File: config.mk
export PLATFORM = sky130hd
export DESIGN_NAME = pir_router
export DESIGN_NICKNAME = d
export VERILOG_FILES = /design/src/pir_line_steer.sv /design/src/pir_router.sv
export SDC_FILE = /design/constraint.sdc
export NUM_CORES = 1
export LEC_CHECK = 0
export ABC_AREA = 1
export ABC_CLOCK_PERIOD_IN_PS = 3300
export BUFFER_PORTS_ARGS = -buffer_cell sky130_fd_sc_hd__buf_2
export CORE_MARGIN = 3
export CORE_UTILIZATION = 55
export CTS_CLUSTER_SIZE = 10
export DETAILED_ROUTE_END_ITERATION = 6
export PLACE_DENSITY = 0.95
export SLEW_MARGIN = 20
export SYNTH_ARGS = -nofsm -noshare
export SYNTH_HDL_FRONTEND = slang
export SYNTH_SLANG_ARGS = --single-unit
File: constraint.sdc
create_clock -name core_clk_i -period 3.3 [get_ports core_clk_i]
set_input_delay 0.165 -clock core_clk_i [delete_from_list [all_inputs] [get_ports core_clk_i]]
set_output_delay 0.165 -clock core_clk_i [all_outputs]
set_load 0.05 [all_outputs]
File: src/pir_line_steer.sv
`timescale 1ns/1ns
package pir_pkg;
  localparam int NUM_LINES = 8;
  localparam int LEGACY_IRQS = 16;
  localparam int ADV_IRQS = 24;
  localparam int ADV_BASE = 16;
  localparam int STEER_W = 4;
  localparam int SLOT_INTS = 4;
  localparam int NUM_SLOTS = 5;
  localparam logic [3:0] CASCADE_IRQ = 4'h2;
  // IRQs 3-7, 9-12, 14, 15 may take a shared line in legacy mode
  localparam logic [15:0] LEGACY_ALLOWED = 16'hDEF8;
  localparam logic [23:0] IRQ_RESET = 24'h000000;
  localparam logic [7:0] LINE_RESET = 8'h00;
  // Line indices
  localparam int LINE_A = 0;
  localparam int LINE_B = 1;
  localparam int LINE_C = 2;
  localparam int LINE_D = 3;
  localparam int LINE_E = 4;
  localparam int LINE_F = 5;
  localparam int LINE_G = 6;
  localparam int LINE_H = 7;
  // Slot pin indices
  localparam int INT_A = 0;
  localparam int INT_B = 1;
  localparam int INT_C = 2;
  localparam int INT_D = 3;
  // Quiet time on a mode change
  localparam int CLK_PERIOD_NS = 4;
  localparam int SETTLE_NS = 8;
  localparam int SETTLE_CYCLES = (SETTLE_NS + CLK_PERIOD_NS - 1)
                                 / CLK_PERIOD_NS;
  localparam logic [3:0] SETTLE_CNT = 4'(SETTLE_CYCLES);

  typedef enum logic [2:0] {
    ST_LEGACY = 3'b001,
    ST_SWITCH = 3'b010,
    ST_ADVANCED = 3'b100
  } pir_mode_t;

  function automatic logic pir_sel_valid(input logic [3:0] sel);
    pir_sel_valid = LEGACY_ALLOWED[sel] && (sel != CASCADE_IRQ);
  endfunction
endpackage

module pir_line_steer (
  // Request and setting
  input wire logic line_req_i,
  input wire logic [pir_pkg::STEER_W-1:0] steer_sel_i,
  input wire logic legacy_en_i,
  // Result
  output logic [pir_pkg::LEGACY_IRQS-1:0] irq_vec_o,
  output logic sel_valid_o
);
  import pir_pkg::*;

  always_comb begin
    sel_valid_o = pir_sel_valid(steer_sel_i);
    irq_vec_o = '0;
    // Only an allowed IRQ is ever reached; the cascade input stays free
    if (legacy_en_i && line_req_i && sel_valid_o) begin
      irq_vec_o[steer_sel_i] = 1'b1;
    end
  end
endmodule

File: src/pir_router.sv
`timescale 1ns/1ns
module pir_router (
  // Clock and reset
  input wire logic core_clk_i,
  input wire logic resetn_i,
  // Mode select, high for advanced controller mode
  input wire logic adv_mode_i,
  // Legacy steering settings, one per shared line
  input wire logic [pir_pkg::STEER_W-1:0] steer_a_i,
  input wire logic [pir_pkg::STEER_W-1:0] steer_b_i,
  input wire logic [pir_pkg::STEER_W-1:0] steer_c_i,
  input wire logic [pir_pkg::STEER_W-1:0] steer_d_i,
  input wire logic [pir_pkg::STEER_W-1:0] steer_e_i,
  input wire logic [pir_pkg::STEER_W-1:0] steer_f_i,
  input wire logic [pir_pkg::STEER_W-1:0] steer_g_i,
  input wire logic [pir_pkg::STEER_W-1:0] steer_h_i,
  // Onboard sources, active low levels
  input wire logic agp_inta_n_i,
  input wire logic agp_intb_n_i,
  input wire logic usb1_int_n_i,
  input wire logic usb2_int_n_i,
  input wire logic usb3_int_n_i,
  input wire logic ehci_int_n_i,
  input wire logic smbus_int_n_i,
  input wire logic audio_int_n_i,
  input wire logic lan_int_n_i,
  input wire logic raid_int_n_i,
  input wire logic ieee1394_int_n_i,
  // Slot pins, bit 0 is INTA through bit 3 INTD, active low
  input wire logic [pir_pkg::SLOT_INTS-1:0] slot1_int_n_i,
  input wire logic [pir_pkg::SLOT_INTS-1:0] slot2_int_n_i,
  input wire logic [pir_pkg::SLOT_INTS-1:0] slot3_int_n_i,
  input wire logic [pir_pkg::SLOT_INTS-1:0] slot4_int_n_i,
  input wire logic [pir_pkg::SLOT_INTS-1:0] slot5_int_n_i,
  // Controller side
  output logic [pir_pkg::ADV_IRQS-1:0] irq_o,
  output logic [pir_pkg::NUM_LINES-1:0] shared_line_o,
  output logic [pir_pkg::NUM_LINES-1:0] steer_invalid_o,
  output logic adv_mode_o,
  output logic switching_o
);
  import pir_pkg::*;

  pir_mode_t state_r;
  pir_mode_t state_nxt;
  logic [3:0] settle_r;
  logic [3:0] settle_nxt;
  logic [NUM_LINES-1:0] line_req;
  logic [STEER_W-1:0] steer [NUM_LINES];
  logic [LEGACY_IRQS-1:0] line_vec [NUM_LINES];
  logic [NUM_LINES-1:0] sel_valid;
  logic [LEGACY_IRQS-1:0] legacy_irq;
  logic [ADV_IRQS-1:0] irq_nxt;
  logic legacy_en;

  // Shared lines are the wired-OR of their active-low sources. The
  // sources keep their level until serviced, so no latching here.
  always_comb begin
    line_req[LINE_A] = !usb1_int_n_i
                       || !agp_inta_n_i
                       || !slot3_int_n_i[INT_D]
                       || !slot5_int_n_i[INT_C];
    line_req[LINE_B] = !audio_int_n_i
                       || !agp_intb_n_i
                       || !smbus_int_n_i
                       || !ieee1394_int_n_i
                       || !slot3_int_n_i[INT_C]
                       || !slot5_int_n_i[INT_A];
    line_req[LINE_C] = !usb3_int_n_i
                       || !slot3_int_n_i[INT_A]
                       || !slot4_int_n_i[INT_B];
    line_req[LINE_D] = !usb2_int_n_i
                       || !slot3_int_n_i[INT_B]
                       || !slot4_int_n_i[INT_A];
    line_req[LINE_E] = !lan_int_n_i
                       || !slot1_int_n_i[INT_D]
                       || !slot2_int_n_i[INT_C]
                       || !slot5_int_n_i[INT_D];
    // G carries slot sources only; F carries slot sources and the onboard RAID source
    line_req[LINE_F] = !slot1_int_n_i[INT_A]
                       || !slot2_int_n_i[INT_B]
                       || !slot4_int_n_i[INT_C]
                       || !raid_int_n_i;
    line_req[LINE_G] = !slot1_int_n_i[INT_B]
                       || !slot2_int_n_i[INT_A]
                       || !slot4_int_n_i[INT_D];
    line_req[LINE_H] = !ehci_int_n_i
                       || !slot1_int_n_i[INT_C]
                       || !slot2_int_n_i[INT_D]
                       || !slot5_int_n_i[INT_B];
  end

  always_comb begin
    steer[LINE_A] = steer_a_i;
    steer[LINE_B] = steer_b_i;
    steer[LINE_C] = steer_c_i;
    steer[LINE_D] = steer_d_i;
    steer[LINE_E] = steer_e_i;
    steer[LINE_F] = steer_f_i;
    steer[LINE_G] = steer_g_i;
    steer[LINE_H] = steer_h_i;
  end

  // Keyed on the next state so that irq_o turns in the same cycle as
  // adv_mode_o and switching_o; a request never lingers into the switch.
  assign legacy_en = (state_nxt == ST_LEGACY);

  genvar gi;
  generate
    for (gi = 0; gi < NUM_LINES; gi++) begin : g_line
      pir_line_steer u_steer (
        .line_req_i(line_req[gi]),
        .steer_sel_i(steer[gi]),
        .legacy_en_i(legacy_en),
        .irq_vec_o(line_vec[gi]),
        .sel_valid_o(sel_valid[gi])
      );
    end
  endgenerate

  // OR rather than a priority pick, so two lines on one IRQ both count
  always_comb begin
    legacy_irq = '0;
    for (int i = 0; i < NUM_LINES; i++) begin
      legacy_irq = legacy_irq | line_vec[i];
    end
  end

  always_comb begin
    irq_nxt = IRQ_RESET;
    case (state_nxt)
      ST_LEGACY: begin
        irq_nxt[LEGACY_IRQS-1:0] = legacy_irq;
      end
      ST_ADVANCED: begin
        irq_nxt[ADV_IRQS-1:ADV_BASE] = line_req;
      end
      default: begin
        irq_nxt = IRQ_RESET;
      end
    endcase
  end

  // Mode changes pass through a short quiet state so that no
  // request shows on both the legacy and advanced inputs at once.
  always_comb begin
    state_nxt = state_r;
    settle_nxt = settle_r;
    case (state_r)
      ST_LEGACY: begin
        if (adv_mode_i) begin
          state_nxt = ST_SWITCH;
          settle_nxt = SETTLE_CNT;
        end
      end
      ST_ADVANCED: begin
        if (!adv_mode_i) begin
          state_nxt = ST_SWITCH;
          settle_nxt = SETTLE_CNT;
        end
      end
      ST_SWITCH: begin
        if (settle_r > 4'h1) begin
          settle_nxt = settle_r - 4'h1;
        end else begin
          settle_nxt = 4'h0;
          state_nxt = adv_mode_i ? ST_ADVANCED : ST_LEGACY;
        end
      end
      default: begin
        state_nxt = ST_LEGACY;
        settle_nxt = 4'h0;
      end
    endcase
  end

  always_ff @(posedge core_clk_i) begin
    if (!resetn_i) begin
      state_r <= ST_LEGACY;
      settle_r <= 4'h0;
    end else begin
      state_r <= state_nxt;
      settle_r <= settle_nxt;
    end
  end

  always_ff @(posedge core_clk_i) begin
    if (!resetn_i) begin
      irq_o <= IRQ_RESET;
      shared_line_o <= LINE_RESET;
    end else begin
      irq_o <= irq_nxt;
      shared_line_o <= line_req;
    end
  end

  always_ff @(posedge core_clk_i) begin
    if (!resetn_i) begin
      steer_invalid_o <= LINE_RESET;
      adv_mode_o <= 1'b0;
      switching_o <= 1'b0;
    end else begin
      steer_invalid_o <= ~sel_valid;
      adv_mode_o <= (state_nxt == ST_ADVANCED);
      switching_o <= (state_nxt == ST_SWITCH);
    end
  end
endmodule

======== Word level (Yosys, flattened, before mapping) ========
Memories as Yosys holds them, arrays and structs flattened.
Index checks and enable logic that the tools add are counted.
cells by class
  shifts and indexed selects .............. 0
  multiplexer cells ....................... 41
  bitwise operators ....................... 8
  add/subtract/negate cells ............... 1
  equal/unequal tests ..................... 16
  $lt $le $gt $ge ......................... 17
  $mul .................................... 0
  div/mod/pow operators ................... 0
  reductions and logical operators ........ 89
operators with widths
  kind                                                                             count
  16-bit two-way mux                                                               8
  16-bit OR                                                                        7
  4-bit by 5-bit less-than comparator with 1-bit output, second input constant     8
  1-bit demux with 4-bit select                                                    8
  4-bit by 1-bit >= comparator with 1-bit output, second input constant            8
  1-bit logical AND                                                                32
  4-bit by 2-bit != test with 1-bit output, second input constant                  8
  1-bit logical NOT                                                                31
  1-bit logical OR                                                                 23
  1-bit two-way mux                                                                16
  3-bit two-way mux                                                                4
  4-bit two-way mux                                                                3
  4-bit case mux with 3 select lines                                               1
  3-bit case mux with 3 select lines                                               1
  8-bit inverter                                                                   1
  3-bit by 1-bit equality test with 1-bit output, second input constant            2
  3-bit by 2-bit equality test with 1-bit output, second input constant            2
  3-bit equality test, second input constant                                       2
  2-bit AND reduction                                                              3
  4-bit by 1-bit greater-than comparator with 1-bit output, second input constant  1
  2-bit != test, second input constant                                             2
  4-bit by 1-bit subtractor with 4-bit output, second input constant               1
storage, ports and cells
  register bits ........................... 49
  memory bits (read-only) ................. 128
  memories kept ........................... 8
  memory bits (writable) .................. 0
  bits of input ports ..................... 66
  logic and storage cells ................. 188
  latch bits .............................. 0
memories
  memory           depth  bits a word  read ports  clocked after Yosys merged registers in  write ports  RTL line              RTL
  (no name shown)  16     1            1           0                                        0            pir_line_steer.sv:43  pir_sel_valid = LEGACY_ALLOWED[sel] && (sel != CASCADE_IRQ);
  (no name shown)  16     1            1           0                                        0            pir_line_steer.sv:43
  (no name shown)  16     1            1           0                                        0            pir_line_steer.sv:43
  (no name shown)  16     1            1           0                                        0            pir_line_steer.sv:43
  (no name shown)  16     1            1           0                                        0            pir_line_steer.sv:43
  (no name shown)  16     1            1           0                                        0            pir_line_steer.sv:43
  2 more memories  -      -            -           -                                        -            -

======== Logic depth before layout (Yosys ltp) ========
Gate-level depths: netlist (run 1).
  depth in word-level cells ............... 16
  gate-level depth with buffers ........... 12
  gate-level depth less buffers ........... 10

======== Cells and area by module ========
From an unflattened synthesis (run 1), not the netlist that was laid out.
unflattened totals
  cells, all modules ...................... 653
  area total of the unflattened synthesis .. 4,007.6 µm²
modules (own cells, without submodules)
  module                                  cells each  area each (µm²)  instances  seq. area each (µm²)
  pir_router                              253         1,946.9          1          980.9
  pir_line_steer (g_line[0].u_steer ...)  50          256.5            7          0.0
  pir_line_steer (g_line[7].u_steer)      50          265.3            1          0.0

======== Worst setup path after synthesis (run 1) ========
OpenSTA, ideal clock, no wires.
  path type ............................... reg-to-reg
  start ................................... register settle_r[0]
  end ..................................... register irq_o[10] (netlist bit)
  setup slack ............................. 1.763 ns
  cell stages (with the launch flop) ...... 13
  buffers on the path ..................... 2
  data arrival time ....................... 1.418 ns
  data required time ...................... 3.181 ns
  cell sequence ........................... dfxtp_1 -> inv_1 -> ha_1 -> nor2_1 -> nor2_1 -> nand3_1 -> nand3_2 -> buf_6 -> buf_6 -> nand3_1 -> nand2_1 -> nor2_1 -> a21oi_1
between the ends
  word-level cells in the longest chain between the ends .. 14
  elaborated cells between the ends (all ways) .. 36
  those cells by class .................... order compare: 1; eq/ne: 1; mux: 10; bitwise: 7; reduce/logical: 17
ends and longest elaborated chain
  item                                                        RTL line                              RTL
  from (decl)                                                 pir_router.sv:46                      logic [3:0] settle_r;
  from (signal assigned)                                      pir_router.sv:183                     settle_r <= settle_nxt;
  4-bit by 1-bit greater-than comparator with 1-bit output *  pir_router.sv:163                     if (settle_r > 4'h1) begin
  3-bit two-way mux *                                         pir_router.sv:163
  3-bit case mux with 3 select lines *                        pir_router.sv:149                     case (state_r)
  3-bit by 1-bit equality test with 1-bit output *            pir_router.sv:106, pir_router.sv:131
  1-bit logical AND (2 in a row)                              pir_line_steer.sv:62                  if (legacy_en_i && line_req_i && sel_valid_o) begin
  16-bit two-way mux                                          pir_line_steer.sv:62
  16-bit OR (7 in a row)                                      pir_router.sv:125                     legacy_irq = legacy_irq | line_vec[i];
  to (signal assigned)                                        pir_router.sv:192                     irq_o <= irq_nxt;
  to (decl)                                                   pir_router.sv:36                      output logic [pir_pkg::ADV_IRQS-1:0] irq_o,
Every way passes the cells marked *; elsewhere a longest branch is shown, timed or not.
A chain may end at the register's enable or synchronous reset.

======== Final worst setup path (run 1) ========
  start ................................... register settle_r[0]
  end ..................................... register irq_o[20] (netlist bit)
between the ends
  word-level cells in the longest chain between the ends .. 5
ends and longest elaborated chain
  item                                                      RTL line           RTL
  4-bit by 1-bit greater-than comparator with 1-bit output  pir_router.sv:163
  3-bit two-way mux                                         pir_router.sv:163
  3-bit case mux with 3 select lines                        pir_router.sv:149
  3-bit equality test                                       pir_router.sv:131  case (state_nxt)
  2-bit AND reduction (no source line)                      -
Every way passes these cells.

==> summary.txt, run 1 <==
Run status
  • Status: complete, no violations

Clocking
  • CTS hold repair buffers: 0
  • PostCTS Resize Cnt: 0
  • Clock root buffer: clkbuf_8
  • # H-tree levels: 2
  • Clock Latency Late Sink: 0.30 ns
  • Total CTS buffers: 5
  • Reg clk slew, reported paths: 0.09 ns
  • CTS sink cnt: 49
  • Setup Fix Bufs, Post-CTS: 0
  • CTS tree: done
  • Clock Path Buffers: 2

Min path
  • Hold WC Path Type: in -> reg

Worst setup path
  • Crit path launch type: register
  • Worst endpoint required time: 3.54 ns
  • Worst Path Arrival: 2.24 ns
  • Reg2Reg Depth: 11
  • Crit. End Element: register
  • Setup CP Type: reg -> reg
  • Reg2reg end: irq_o[20]
  • Critical Path Start: settle_r[0]
  • Reg-to-reg critical path startpoint: settle_r[0]
  • Maximum fanout along the worst path: 45
  • Worst reg-to-reg setup slack: 1.30 ns
  • Crit path to: irq_o[20]

Die
  • Starting Density: 59.2%
  • Die area: 6680 µm²
  • Num ports: 108
  • Core footprint: 5340 µm²
  • Die width: 81.8 µm
  • Die height: 81.8 µm
  • Num rows: 26

Global routing
  • GRT Residual Overflow: 0
  • Initial antenna violation count: 0
  • Largest net degree at the start of global routing: 46
  • First-pass GRT wire length: 14.1 mm
  • Vias in the first global route: 3258
  • Total track usage: 26.8%

Logic synthesis
  • Yosys top cell by area: dfxtp_1
  • Synth async-reset ratio: 0%
  • Synth Cell Area: 3160 µm²
  • Yosys warns: 0
  • Distinct cells, synth: 26
  • Post-synth EDFFs: 0
  • Post-synth top area share: 31.1%
  • Count leader, synth: nand2_1
  • Dominant synthesized flop cell: dfxtp_1
  • Cells after Synth: 543
  • #FFs+latches synth: 49
  • Ranking of synthesized cells by area: dfxtp_1 (31%), nand3_1 (17%), nand2_1 (16%), nor2_1 (14%), nor3_1 (6.5%)
  • Commonest cells in the netlist: nand2_1 (138), nor2_1 (117), nand3_1 (105), dfxtp_1 (49), nor3_1 (41)
  • Fraction of the yosys area taken by sequential cells: 31.1%
  • Avg Cell Area, Syn: 5.81 µm²

Routing
  • Post-route ant nets: 0
  • # DRC: 0
  • Vias post-DR: 3838
  • First-pass detailed-route iteration total: 5
  • Wire length per cell: 12.6 µm
  • First DRT Iteration DRCs: 308
  • WL final: 8.96 mm
  • Vias/cell: 5.38

Finish
  • Area growth syn-to-layout: 20.2%
  • Final net count: 712
  • Final core occ: 71.1%
  • Layout cells sized above 1: 19.9%
  • Fill cells: 505
  • Antenna Cells: 0

STA
  • Fmax: 499 MHz
  • Post-route setup TNS: 0 ns
  • Slew Viols, Final: 0
  • Clock skew: 0.00772 ns
  • Slew @ Worst Pin: 0.689 ns
  • Final number of hold-violating endpoints: 0
  • Setup violations, final: 0
  • Slew HR: 53.8%
  • Period utilization: 60.7%
  • RSZ-0062 raised after global routing: no
  • Final Critical Period: 2.00 ns

Flow run
  • Max-cap violations: 0

Placement
  • Detailed placement HPWL: 6.96 mm
  • Routability cong.: 0.919
  • Port Buf Inserts: 107

Power
  • VDD IR-drop max: 0.000244 V
  • Leakage: 0.00206 µW
  • Power Density: 431 nW/µm²
-- layout make-up --
type,count,area (µm²),share of cell area (%)
Clock buffer,5,68.8,1.81
Clock inverter,2,35.0,0.923
Inverter,35,131,3.46
Multi-Input combinational cell,444,1940,51.1
Sequential cell,49,981,25.8
Tap cell,70,87.6,2.31
Timing Repair Buffer,109,551,14.5
-- how the worst min path moves through the flow --
stage,start,slack (ns),cells after the start,end
global placement,slot3_int_n_i[0],0.45,4,shared_line_o[2]
CTS,slot3_int_n_i[0],0.14,4,shared_line_o[2]
finish,slot3_int_n_i[0],0.13,4,shared_line_o[2]
global route,resetn_i,0.14,2,state_r[0]
detailed placement,resetn_i,0.44,2,state_r[0]
floorplan,resetn_i,0.23,1,state_r[0]
-- critical path, stage by stage, from the launching register on --
cell and delay [ns]:
dfxtp_1 0.37, inv_1 0.08, ha_1 0.21, nor2_1 0.09
nor2_1 0.07, nand3_1 0.08, nand3_2 0.14, buf_4 0.30
nand3b_1 0.24, nor2_2 0.14, inv_2 0.11, nor2_1 0.11
-- kinds of logic after synthesis --
| family | synth area share (%) |
|---|---|
| compound gates | 3.65 |
| fa+ha+maj | 0.793 |
| other cells | 0.119 |
| simple gates | 56.4 |
| flops | 31.1 |
| buf+inv | 7.93 |
-- per-stage QoR --
stage / setup WS [ns] / instance area (µm²) / power [µW] / instances / hold WS [ns]
after floorplan: 1.76 / 3170 / 1090 / 547 / 0.235
after detailed placement: 1.32 / 3690 / 1220 / 707 / 0.443
final: 1.30 / 3790 / 1630 / 714 / 0.133
after CTS: 1.29 / 3790 / 1630 / 714 / 0.136
after global routing: 1.07 / 3790 / 1730 / 714 / 0.145
after global placement: 1.44 / 3690 / 1210 / 707 / 0.447
-- flip-flops by register name, indices dropped and copies added, names as in the netlist --
name	cells
adv_mode_o	1
irq_o	24
settle_r	4
shared_line_o	8
state_r	3
steer_invalid_o	8
switching_o	1
-- cells in the final DEF (no fill, tap or decap), drive strengths merged --
cell and instances:
a21oi 16, buf 109, bufinv 1, clkbuf 5, clkinv 2, conb 5, dfxtp 49, ha 2
inv 34, nand2 138, nand3 106, nand3b 1, nand4 2, nor2 118, nor3 41, nor3b 1
o211ai 1, o21a 1, o21ai 4, or2 8
-- report_power, final --
part | leakage (µW) | internal [µW] | total, µW | switching (µW)
logic | 0.00160 | 144 | 563 | 419
registers | 0.000405 | 639 | 655 | 16.7
clock network | 0.0000540 | 220 | 416 | 196
total | 0.00206 | 1000 | 1630 | 632
-- metal layers --
metal / vias up / GRT usage [%] / wire length, µm
li1: 1964 / - / -
met1: 1693 / 34.8 / 3910
met2: 168 / 45.7 / 4250
met3: 13 / 4.61 / 705
met4: 0 / 6.64 / 104
met5: - / 0 / 0
Note: power is estimated with default switching activity, not from simulation.
==> inputs of run 2 (changes only) <==
ABC_CLOCK_PERIOD_IN_PS = 2050   (was 3300)
CORE_UTILIZATION = 51   (was 55)
PLACE_DENSITY = 0.92   (was 0.95)
clock period = 2.05 ns   (was 3.3 ns; I/O delays follow)
==> summary.txt, run 2 (synthesized netlist as in run 1, its figures left out) <==
Worst setup path
  • Setup CP Type: reg -> reg
  • Slowest CP cell: dfxtp_1
  • Crit. End Element: register
  • Worst Path Arrival: 2.07 ns
  • Crit path max-delay family: simple AND/OR/NAND/NOR gates
  • Max incr delay on CP: 0.37 ns
  • Reg2Reg Depth: 11
  • Crit-path cells: inv_1 > ha_1 > nor2_1 > nor2_1 > nand3_1 > nand3_2 > buf_12 > nand3b_1 > nor2_2 > inv_2 > nor2_1
  • CP most frequent cell: nor2_1
  • Maximum fanout along the worst path: 52
  • WP buf/inv: 3
  • Worst endpoint required time: 2.29 ns
  • Reg-to-reg critical path startpoint: settle_r[0]
  • Worst reg-to-reg setup slack: 0.22 ns
  • Reg2reg end: irq_o[20]
  • Crit path launch type: register

Clocking
  • Setup Fix Bufs, Post-CTS: 0
  • # H-tree levels: 2
  • Clock root buffer: clkbuf_8
  • Clock Path Buffers: 2
  • Clock Latency Late Sink: 0.30 ns
  • Total CTS buffers: 5
  • CTS hold repair buffers: 0
  • CTS tree: done
  • Reg clk slew, reported paths: 0.09 ns
  • CTS sink cnt: 49

Routing
  • Vias/cell: 5.28
  • Post-route ant nets: 0
  • First DRT Iteration DRCs: 408
  • Vias post-DR: 3834
  • # DRC: 0
  • Wire length per cell: 11.9 µm
  • First-pass detailed-route iteration total: 5
  • WL final: 8.61 mm

Finish
  • Regs by FF count: irq_o x24, shared_line_o x8, steer_invalid_o x8
  • Layout cells sized above 1: 20.9%
  • Final core occ: 65.5%
  • Final net count: 718
  • Commonest non-fill, non-tap cell in the layout: nand2_1
  • Area growth syn-to-layout: 23.5%
  • Fill cells: 556
  • Finished Layout Cells: 726
  • Top reg by flops: irq_o
  • Final instance area: 3900 µm²
  • Most frequent cells in the layout: nand2_1 (137), nor2_1 (117), buf_2 (107)
  • Area occupied by multi-input gates: 1940 µm²
  • Antenna Cells: 0
  • Register area: 981 µm²
  • Max reg flops: 24

Die
  • Num rows: 28
  • Num ports: 108
  • Die area: 7170 µm²
  • Die width: 84.7 µm
  • Starting Density: 53.0%
  • Core footprint: 5960 µm²
  • Die height: 84.7 µm

Placement
  • Port Buf Inserts: 107
  • Total placed cells including tap cells: 718
  • Detailed placement HPWL: 6.83 mm
  • Routability cong.: 0.929
  • Placed cell area: 3750 µm²

Run status
  • Status: complete, no violations

Min path
  • Worst hold stages: 2
  • Hold WC Path Type: in -> reg
  • Hold EP: state_r[0]
  • Hold path startpoint: resetn_i

STA
  • Slew Viols, Final: 0
  • Fmax: 546 MHz
  • RSZ-0062 raised after global routing: no
  • Slew @ Worst Pin: 0.659 ns
  • Clock skew: 0.0120 ns
  • Slew HR: 55.9%
  • Post-route setup TNS: 0 ns
  • Period utilization: 89.4%
  • Setup violations, final: 0
  • Final number of hold-violating endpoints: 0
  • Final Critical Period: 1.83 ns

Global routing
  • Total track usage: 23.8%
  • Initial antenna violation count: 0
  • First-pass GRT wire length: 14.3 mm
  • GRT Residual Overflow: 0
  • Vias in the first global route: 3409
  • Largest net degree at the start of global routing: 53

Power
  • Power Density: 728 nW/µm²
  • VDD IR-drop max: 0.000556 V
  • Leakage: 0.00211 µW

Flow run
  • Max-cap violations: 0
run 2: cell types whose count changed in the layout (fill, tap and decap cells not counted), sizes merged:
cell,previous run,this run
buf,109,115
bufinv,1,2
clkinv,2,1
inv,34,35
run 2: worst max path at each step:
stage / startpoint / to / slack [ns] / cells past startpoint
after floorplan: settle_r[0] / irq_o[9] / 0.51 / 12
after global placement: settle_r[0] / irq_o[7] / 0.36 / 11
after detailed placement: settle_r[0] / irq_o[16] / 0.27 / 11
after CTS: settle_r[0] / irq_o[11] / 0.22 / 11
after global routing: settle_r[0] / irq_o[20] / 0.02 / 11
final: settle_r[0] / irq_o[20] / 0.22 / 11
run 2: metal layers:
| metal | share of wire, % | up-vias | track usage, % |
|---|---|---|---|
| li1 | - | 1977 | - |
| met1 | 42 | 1668 | 29.4 |
| met2 | 48 | 177 | 41.4 |
| met3 | 9.0 | 12 | 4.61 |
| met4 | 1.4 | 0 | 7.34 |
| met5 | 0 | - | 0 |
run 2: final cells by class:
class / instances / share of cell area (%)
multi-input combinational: 444 / 49.8
sequential: 49 / 25.2
timing repair buffer: 115 / 15.7
inverter: 35 / 3.37
tap: 75 / 2.41
clock buffer: 5 / 1.77
clock inverter: 3 / 1.77
run 2: metrics by stage:
| stage | hold slack [ns] | power, µW | setup WS, ns |
|---|---|---|---|
| 4_1_cts | 0.0682 | 2840 | 0.217 |
| 2_1_floorplan | 0.172 | 1760 | 0.513 |
| 6_report | 0.0791 | 2840 | 0.217 |
| 5_1_grt | 0.0709 | 2990 | 0.0214 |
| 3_5_place_dp | 0.379 | 2000 | 0.275 |
| 3_3_place_gp | 0.370 | 1970 | 0.364 |
run 2: timing repair:
| item | in CTS | in global routing |
|---|---|---|
| endpoints found under the setup margin | 0 | 4 |
| hold endpoints to repair | 0 | 0 |
| gates resized for setup | 0 | 2 |
run 2: report_power, final:
group	total, µW	switching, µW	internal, µW	leakage (µW)
clock	848	357	492	0.0000687
combinational	936	674	262	0.00164
sequential	1050	25.4	1030	0.000405
